**src/logic/power_clock_consts.vh**
```
// Purpose: Constants for the power-mode and core-clock control block
// Assumes: 100 MHz system clock, 32-bit memory-mapped register port
// Notes:   Definitions only; included by bare name
//
// Summary of operation
// - Bit 7 enables precision input with HV enable
// - Bit 6 enables watch-crystal circuitry
// - Bit 5 resets set, wake sets, loop stops once bits 5, 4 and 3 are all clear
// - Loop-clocked timers stop with loop
// - Bit 4 powers peripherals, wake sets it
// - Wake-up timer runs on low-power oscillator
// - LIN wake detection survives peripheral power-down
// - Bit 3 powers core, wake sets it
// - Bits 2-0 divide loop clock by 2^n
// - Divide field resets to 001
// - Prewrite and postwrite keys guard updates
`ifndef POWER_CLOCK_CONSTS_VH
`define POWER_CLOCK_CONSTS_VH

`define PWR_CTRL_ADDR        32'hffff0408
`define PWR_PREKEY_ADDR      32'hffff0404
`define PWR_POSTKEY_ADDR     32'hffff040c

`define PWR_PREKEY_VALUE     32'h00000001
`define PWR_POSTKEY_VALUE    32'h000000f4

`define PWR_CTRL_RESET       8'h79

`define PWR_BIT_PREC_IN      7
`define PWR_BIT_XTAL         6
`define PWR_BIT_PLL          5
`define PWR_BIT_PERIPH       4
`define PWR_BIT_CORE         3
`define PWR_CD_MSB           2
`define PWR_CD_LSB           0
`define PWR_CD_RESET         3'h1

`define PWR_DIV_CNT_W        7
`define PWR_TIMER_CNT        3
`define PWR_WAKE_TIMER_IDX   2

`endif

```
**src/logic/power_key_sequencer.v**
```verilog
// Purpose: Keyed-write sequencer for the power control register
// Assumes: One bus write per cycle at most
// Notes:   Any off-sequence write drops back to idle
`timescale 1ns/1ps
`default_nettype none
`include "power_clock_consts.vh"

module power_key_sequencer (
  // Clock and reset
  input  wire        clk_i,
  input  wire        rst_n_i,
  // Decoded bus write
  input  wire        wr_i,
  input  wire        prekey_hit_i,
  input  wire        ctrl_hit_i,
  input  wire        postkey_hit_i,
  input  wire [31:0] wdata_i,
  // Accepted update
  output reg         commit_o,
  output reg  [7:0]  commit_data_o,
  output reg  [1:0]  state_o
);

  localparam [1:0] ST_IDLE  = 2'h0;
  localparam [1:0] ST_ARMED = 2'h1;
  localparam [1:0] ST_HELD  = 2'h2;

  reg [1:0] next_state;

  always @* begin
    next_state = state_o;
    if (wr_i) begin
      case (state_o)
        ST_IDLE: begin
          if (prekey_hit_i && wdata_i == `PWR_PREKEY_VALUE) next_state = ST_ARMED;
        end
        ST_ARMED: begin
          if (ctrl_hit_i) next_state = ST_HELD;
          else next_state = ST_IDLE;
        end
        default: begin
          next_state = ST_IDLE;
        end
      endcase
    end
  end

  always @(posedge clk_i or negedge rst_n_i) begin
    if (!rst_n_i) begin
      state_o       <= ST_IDLE;
      commit_o      <= 1'b0;
      commit_data_o <= 8'h00;
    end else begin
      state_o  <= next_state;
      // Only a correct postwrite key right after the data write commits
      commit_o <= wr_i && state_o == ST_HELD && postkey_hit_i &&
                  wdata_i == `PWR_POSTKEY_VALUE;
      if (wr_i && state_o == ST_ARMED && ctrl_hit_i) begin
        commit_data_o <= wdata_i[7:0];
      end
    end
  end

endmodule // power_key_sequencer
`default_nettype wire

```
**src/logic/core_clock_divider.v**
```verilog
// Purpose: Core clock enable from loop-clock ticks divided by 2^n
// Assumes: loop_tick_i pulses once per 20.48 MHz loop cycle
// Notes:   Ratio changes take effect at once; the count is masked by the new limit
`timescale 1ns/1ps
`default_nettype none
`include "power_clock_consts.vh"

module core_clock_divider (
  // Clock and reset
  input  wire       clk_i,
  input  wire       rst_n_i,
  // Control
  input  wire       run_i,
  input  wire       loop_tick_i,
  input  wire [2:0] divide_i,
  // Output
  output reg        core_tick_o
);

  reg [`PWR_DIV_CNT_W-1:0] count;
  reg [`PWR_DIV_CNT_W-1:0] limit;

  always @* begin
    limit = (7'h01 << divide_i) - 7'h01;
  end

  always @(posedge clk_i or negedge rst_n_i) begin
    if (!rst_n_i) begin
      count       <= {`PWR_DIV_CNT_W{1'b0}};
      core_tick_o <= 1'b0;
    end else begin
      core_tick_o <= 1'b0;
      if (!run_i) begin
        count <= {`PWR_DIV_CNT_W{1'b0}};
      end else if (loop_tick_i) begin
        if ((count & limit) == limit) begin
          count       <= {`PWR_DIV_CNT_W{1'b0}};
          core_tick_o <= 1'b1;
        end else begin
          count <= count + 7'h01;
        end
      end
    end
  end

endmodule // core_clock_divider
`default_nettype wire

```
**src/logic/power_clock_control.v**
```verilog
// Purpose: Power-mode and core-clock control register with its effects
// Assumes: Memory-mapped register port synchronous to clk_i
// Notes:   Domain enables are registered; outputs lag a commit by two cycles
`timescale 1ns/1ps
`default_nettype none
`include "power_clock_consts.vh"

module power_clock_control (
  // Clock and reset
  input  wire                        clk_i,
  input  wire                        rst_n_i,
  // Register port
  input  wire [31:0]                 addr_i,
  input  wire [31:0]                 wdata_i,
  input  wire                        wr_i,
  input  wire                        rd_i,
  output reg  [31:0]                 rdata_o,
  // Wake-up and oscillator inputs
  input  wire                        wakeup_i,
  input  wire                        high_voltage_config_i,
  input  wire                        loop_tick_i,
  // Timer clock sources
  input  wire [`PWR_TIMER_CNT-1:0]   timer_src_loop_i,
  input  wire                        wakeup_timer_lp_osc_i,
  // Oscillator and loop enables
  output reg                         precision_input_en_o,
  output reg                         xtal_en_o,
  output reg                         pll_en_o,
  // Domain enables
  output reg                         core_en_o,
  output reg                         sram_en_o,
  output reg                         flash_if_en_o,
  output reg                         gpio_en_o,
  output reg                         spi_en_o,
  output reg                         uart_en_o,
  output reg                         lin_wake_en_o,
  // Timers
  output reg  [`PWR_TIMER_CNT-1:0]   timer_run_o,
  // Core clock
  output reg                         core_clk_en_o,
  output reg  [2:0]                  core_clock_divide_o
);

  // Address match helper shared by read and write decode
  function addr_is;
    input [31:0] a;
    input [31:0] b;
    begin
      addr_is = (a == b);
    end
  endfunction

  reg  [7:0]                power_clock_control;
  reg  [7:0]                next_ctrl;
  reg  [31:0]               next_rdata;
  reg  [`PWR_TIMER_CNT-1:0] next_timer_run;
  reg                       next_pll_en;
  reg                       next_periph_en;
  reg                       next_core_en;

  wire                      prekey_hit;
  wire                      ctrl_hit;
  wire                      postkey_hit;
  wire                      commit;
  wire [7:0]                commit_data;
  wire [1:0]                key_state;
  wire                      core_tick;

  assign prekey_hit  = addr_is(addr_i, `PWR_PREKEY_ADDR);
  assign ctrl_hit    = addr_is(addr_i, `PWR_CTRL_ADDR);
  assign postkey_hit = addr_is(addr_i, `PWR_POSTKEY_ADDR);

  power_key_sequencer u_keys (
    .clk_i         (clk_i),
    .rst_n_i       (rst_n_i),
    .wr_i          (wr_i),
    .prekey_hit_i  (prekey_hit),
    .ctrl_hit_i    (ctrl_hit),
    .postkey_hit_i (postkey_hit),
    .wdata_i       (wdata_i),
    .commit_o      (commit),
    .commit_data_o (commit_data),
    .state_o       (key_state)
  );

  // Register update: a wake-up sets bits 5, 4 and 3 even when a commit in the same cycle clears them
  always @* begin
    next_ctrl = power_clock_control;
    if (commit) begin
      next_ctrl = commit_data;
    end
    if (wakeup_i) begin
      next_ctrl[`PWR_BIT_PLL]    = 1'b1;
      next_ctrl[`PWR_BIT_PERIPH] = 1'b1;
      next_ctrl[`PWR_BIT_CORE]   = 1'b1;
    end
  end

  always @(posedge clk_i or negedge rst_n_i) begin
    if (!rst_n_i) begin
      power_clock_control <= `PWR_CTRL_RESET;
    end else begin
      power_clock_control <= next_ctrl;
    end
  end

  // Effective domain enables
  always @* begin
    next_core_en   = power_clock_control[`PWR_BIT_CORE];
    // Peripherals cannot drop while the core still runs
    next_periph_en = power_clock_control[`PWR_BIT_PERIPH] |
                     power_clock_control[`PWR_BIT_CORE];
    // Loop stays up while either dependent domain is on
    next_pll_en    = power_clock_control[`PWR_BIT_PLL] |
                     power_clock_control[`PWR_BIT_PERIPH] |
                     power_clock_control[`PWR_BIT_CORE];
  end

  // Timers on a stopped loop clock halt, others keep running
  always @* begin
    next_timer_run = ~timer_src_loop_i | {`PWR_TIMER_CNT{next_pll_en}};
    if (wakeup_timer_lp_osc_i) begin
      next_timer_run[`PWR_WAKE_TIMER_IDX] = 1'b1;
    end
  end

  always @(posedge clk_i or negedge rst_n_i) begin
    if (!rst_n_i) begin
      precision_input_en_o <= 1'b0;
      xtal_en_o            <= 1'b1;
      pll_en_o             <= 1'b1;
      core_en_o            <= 1'b1;
      sram_en_o            <= 1'b1;
      flash_if_en_o        <= 1'b1;
      gpio_en_o            <= 1'b1;
      spi_en_o             <= 1'b1;
      uart_en_o            <= 1'b1;
      lin_wake_en_o        <= 1'b0;
      timer_run_o          <= {`PWR_TIMER_CNT{1'b1}};
      core_clock_divide_o  <= `PWR_CD_RESET;
    end else begin
      // Input only live when the high-voltage configuration is also enabled
      precision_input_en_o <= power_clock_control[`PWR_BIT_PREC_IN] &
                              high_voltage_config_i;
      xtal_en_o            <= power_clock_control[`PWR_BIT_XTAL];
      pll_en_o             <= next_pll_en;
      core_en_o            <= next_core_en;
      sram_en_o            <= next_periph_en;
      flash_if_en_o        <= next_periph_en;
      gpio_en_o            <= next_periph_en;
      spi_en_o             <= next_periph_en;
      uart_en_o            <= next_periph_en;
      // Wake detection is independent of the peripheral domain
      lin_wake_en_o        <= 1'b1;
      timer_run_o          <= next_timer_run;
      core_clock_divide_o  <= power_clock_control[`PWR_CD_MSB:`PWR_CD_LSB];
    end
  end

  core_clock_divider u_div (
    .clk_i       (clk_i),
    .rst_n_i     (rst_n_i),
    .run_i       (next_pll_en & next_core_en),
    .loop_tick_i (loop_tick_i),
    .divide_i    (power_clock_control[`PWR_CD_MSB:`PWR_CD_LSB]),
    .core_tick_o (core_tick)
  );

  always @(posedge clk_i or negedge rst_n_i) begin
    if (!rst_n_i) begin
      core_clk_en_o <= 1'b0;
    end else begin
      core_clk_en_o <= core_tick;
    end
  end

  // Read path; key registers are write-only and read as zero
  always @* begin
    next_rdata = 32'h00000000;
    if (rd_i) begin
      if (ctrl_hit) begin
        next_rdata = {24'h000000, power_clock_control};
      end else begin
        next_rdata = 32'h00000000;
      end
    end
  end

  always @(posedge clk_i or negedge rst_n_i) begin
    if (!rst_n_i) begin
      rdata_o <= 32'h00000000;
    end else begin
      rdata_o <= next_rdata;
    end
  end

endmodule // power_clock_control
`default_nettype wire

```
**config.mk**
```make
export PLATFORM = sky130hd
export DESIGN_NAME = power_clock_control
export DESIGN_NICKNAME = d
export VERILOG_FILES = /design/src/logic/power_key_sequencer.v /design/src/logic/core_clock_divider.v /design/src/logic/power_clock_control.v
export VERILOG_INCLUDE_DIRS = /design/src /design/src/logic
export SDC_FILE = /design/constraint.sdc
export NUM_CORES = 1
export LEC_CHECK = 0
export BUFFER_PORTS_ARGS = -buffer_cell sky130_fd_sc_hd__buf_4
export CAP_MARGIN = 10
export CORE_ASPECT_RATIO = 1.5
export CORE_MARGIN = 2
export CORE_UTILIZATION = 45
export DETAILED_ROUTE_END_ITERATION = 8
export GPL_TIMING_DRIVEN = 0
export HOLD_SLACK_MARGIN = 0.08
export PLACE_DENSITY = 0.83
export REMOVE_ABC_BUFFERS = 1
export SYNTH_ARGS = -nofsm -noshare
export SYNTH_HDL_FRONTEND = slang
export SYNTH_SLANG_ARGS = --single-unit
```
**constraint.sdc**
```tcl
create_clock -name clk_i -period 2.9 [get_ports clk_i]
set_input_delay 0.435 -clock clk_i [delete_from_list [all_inputs] [get_ports clk_i]]
set_output_delay 0.435 -clock clk_i [all_outputs]
set_load 0.02 [all_outputs]
```
==> results.sh <==
export IMPL_setup_viol=0
export IMPL_ios=124
export IMPL_finalNetCount=366
export IMPL_synthArstFlopShare_pct=100
export IMPL_relSlewSlack_pct=61.6
export IMPL_period_minus_slack_ns=1.64
export IMPL_layout_common_cells="buf_4 (99), dfrtp_1 (35), conb_1 (25)"
export IMPL_criticalPathCategory="flop to flop"
export IMPL_worst_setup_path_start_kind="flop"
export IMPL_finClkSkew_ns=0.00520
export IMPL_worstPathArrival_ns=1.82
export IMPL_drt_initial_drc_count=36
export IMPL_rows=31
export IMPL_clkSlewWorstSetupHoldPaths_ns=0.09
export IMPL_clk_latency_ns=0.30
export IMPL_netlist_instances=191
export IMPL_netlist_area_sq_mm=0.00225
export IMPL_grt_max_degree=49
export IMPL_cpPeakStageDelay_ns=0.48
export IMPL_yosys_warnings=0
export IMPL_track_usage_pct=17.7
export IMPL_grt_antenna_before_repair=0
export IMPL_total_power_mw=1.30
export IMPL_routed_wl_um=4660
export IMPL_mostFrequentLayoutCell="buf_4"
export IMPL_hold_viol_final=0
export IMPL_cts_root_buf="clkbuf_8"
export IMPL_synth_seq_cells=48
export IMPL_cts_sinks=48
export IMPL_worstPathRequired_ns=3.07
export IMPL_tns_ns=0
export IMPL_die_width_um=61.8
export IMPL_cts_made_buffers=5
export IMPL_path_cells="o21ba_2 > o21a_1 > nor4_4 > o21ai_0"
export IMPL_ir_drop_mv=0.282
export IMPL_start_util_pct=46.9
export IMPL_clock_fmax_mhz=609
export IMPL_rsz0062_at_grt="false"
export IMPL_cts_tree="yes"
export IMPL_portBuffers=99
export IMPL_drtPass1Iterations=4
export IMPL_critPathCaptureType="flop"
export IMPL_core_sq_mm=0.00481
export IMPL_dieArea_sq_mm=0.00560
export IMPL_grt_pass1_vias=1777
export IMPL_synth_ff_type="dfrtp_1"
export IMPL_hp_class="primary input to asynchronous set/reset pin"
export IMPL_grt_pass1_wl_um=7520
export IMPL_pre_cts_ws_ns=1.03
export IMPL_drv_cap=0
export IMPL_ctsResizeCount=0
export IMPL_p_leak_nw=1.52
export IMPL_antenna_cells=0
export IMPL_holdBufCountCts=0
export IMPL_syn_to_final_growth_pct=35.9
export IMPL_max_clock_path_buffers=2
export IMPL_worst_slack_ns=1.26
export IMPL_synth_cell_types=38
export IMPL_ys_seq_area_share_pct=54.0
export IMPL_worstPathMaxFanout=8
export IMPL_slew_viol_final=0
export IMPL_grt_overflow=0
export IMPL_viasPerCell=4.85
export IMPL_cp_slowest_cell="nor4_4"
export IMPL_drc=0
export IMPL_drive_above_1_share_pct=47.8
export IMPL_routedWlPerCell_um=13.1
export IMPL_synth_edf_count=0
export IMPL_postRouteAntennaNets=0
export IMPL_post_cts_buffers=0
export IMPL_power_density_mw_per_mm2=424
export IMPL_gp_congestion=0.753
export IMPL_worstMarginPinSlew_ns=0.576
export IMPL_place_detailed_hpwl_um=3750
export IMPL_htreeDepth=2
export IMPL_dr_total_vias=1730
export IMPL_finalCritPeriodShare_pct=56.7
export IMPL_reg2reg_depth=4
export IMPL_die_h_um=90.7
export IMPL_status="finished, final reports clean"
export IMPL_syn_mean_instance_area_sq_um=11.8
-- cells by family (layout without fill, tap and decap cells) --
group / after synthesis / in the layout / share of synthesized area [%]
simple gates: 71 / 71 / 20.9
flops: 48 / 48 / 54.0
buf+inv: 35 / 112 / 10.5
mux: 15 / 15 / 7.38
compound gates: 14 / 14 / 4.39
xor+xnor: 5 / 5 / 1.94
other cells: 2 / 25 / 0.333
fa+ha+maj: 1 / 1 / 0.555
-- Yosys cell counts (2+ instances only) --
cell | count | area [sq um]
clkbuf_1 | 2 | 7.51
nor4_4 | 2 | 42.5
mux2i_1 | 2 | 20.0
conb_1 | 2 | 7.51
inv_1 | 5 | 18.8
o31ai_1 | 2 | 15.0
and2_1 | 9 | 56.3
dfrtp_1 | 35 | 876
o21ai_0 | 2 | 10.0
nor2_1 | 5 | 18.8
nor4_1 | 8 | 50.1
nand2_1 | 12 | 45.0
mux2_2 | 13 | 146
a211oi_1 | 4 | 30.0
nor2b_1 | 2 | 12.5
nand2b_1 | 3 | 18.8
nand4_1 | 11 | 68.8
dfstp_2 | 13 | 342
and4_1 | 4 | 35.0
xor2_1 | 5 | 43.8
nand3_1 | 2 | 10.0
nor3_1 | 2 | 10.0
buf_4 | 28 | 210
and3_1 | 4 | 25.0
-- metrics by stage --
| step | hold WS (ns) | cell area [sq um] | std cells | util [%] |
|---|---|---|---|---|
| global placement | 0.332 | 2950 | 349 | 61.3 |
| CTS | 0.142 | 3060 | 357 | 63.7 |
| detailed placement | 0.340 | 2950 | 349 | 61.3 |
| finish | 0.117 | 3060 | 357 | 63.7 |
| global route | 0.158 | 3060 | 357 | 63.7 |
| floorplan | 0.139 | 2120 | 184 | - |
-- worst max-delay path, delay by kind of cell, from the launching register on --
family	cells	cell delay, ns
and+or+nand+nor	1	0.48
AOI/OAI and AO/OA	3	0.58
DFF	1	0.45
-- power by group --
part           total [mW]  leakage (nW)  internal [mW]  switching (mW)
Clock               0.490        0.0548          0.260           0.230
Sequential          0.672         0.618          0.672        0.000488
Combinational       0.138         0.845         0.0703          0.0678
-- per-layer routing --
layer  global-route usage, %  share of wire (%)  up-vias
li1                        -                  -      821
met1                    19.0                 35      823
met2                    32.0                 57       74
met3                    3.44                5.3       12
met4                    6.91                2.7        0
met5                       0                  0        -
-- state kept, by name, indices dropped and copies added (netlist names), 2 cells and up --
signal                cells
power_clock_control       8
rdata_o                   8
u_keys.commit_data_o      8
u_div.count               7
core_clock_divide_o       3
timer_run_o               3
u_keys.state_o            2
-- path summary, 6_finish.rpt --
check	startpoint	end	slack, ns
worst max register to register	power_clock_control[1]$_DFFE_PN0P_	u_div.count[1]$_DFFE_PN0P_	1.26
worst min register to register	u_div.core_tick_o$_DFF_PN0_	core_clk_en_o$_DFF_PN0_	0.36
worst max-delay path	power_clock_control[1]$_DFFE_PN0P_	u_div.count[1]$_DFFE_PN0P_	1.26
max in group asynchronous	rst_n_i	power_clock_control[6]$_DFFE_PN1P_	2.38
worst min-delay path	rst_n_i	core_clk_en_o$_DFF_PN0_	0.12
min in group clk_i	timer_src_loop_i[1]	timer_run_o[1]$_DFF_PN1_	0.24
-- area by class of cell --
class	count	area, sq um
Fill cell	423	1750
Sequential cell	48	1220
Multi-Input combinational cell	131	886
Timing Repair Buffer	99	743
Tap cell	66	82.6
Clock buffer	5	68.8
Clock inverter	3	46.3
Inverter	5	18.8
Note: power is estimated with default switching activity, not from simulation.
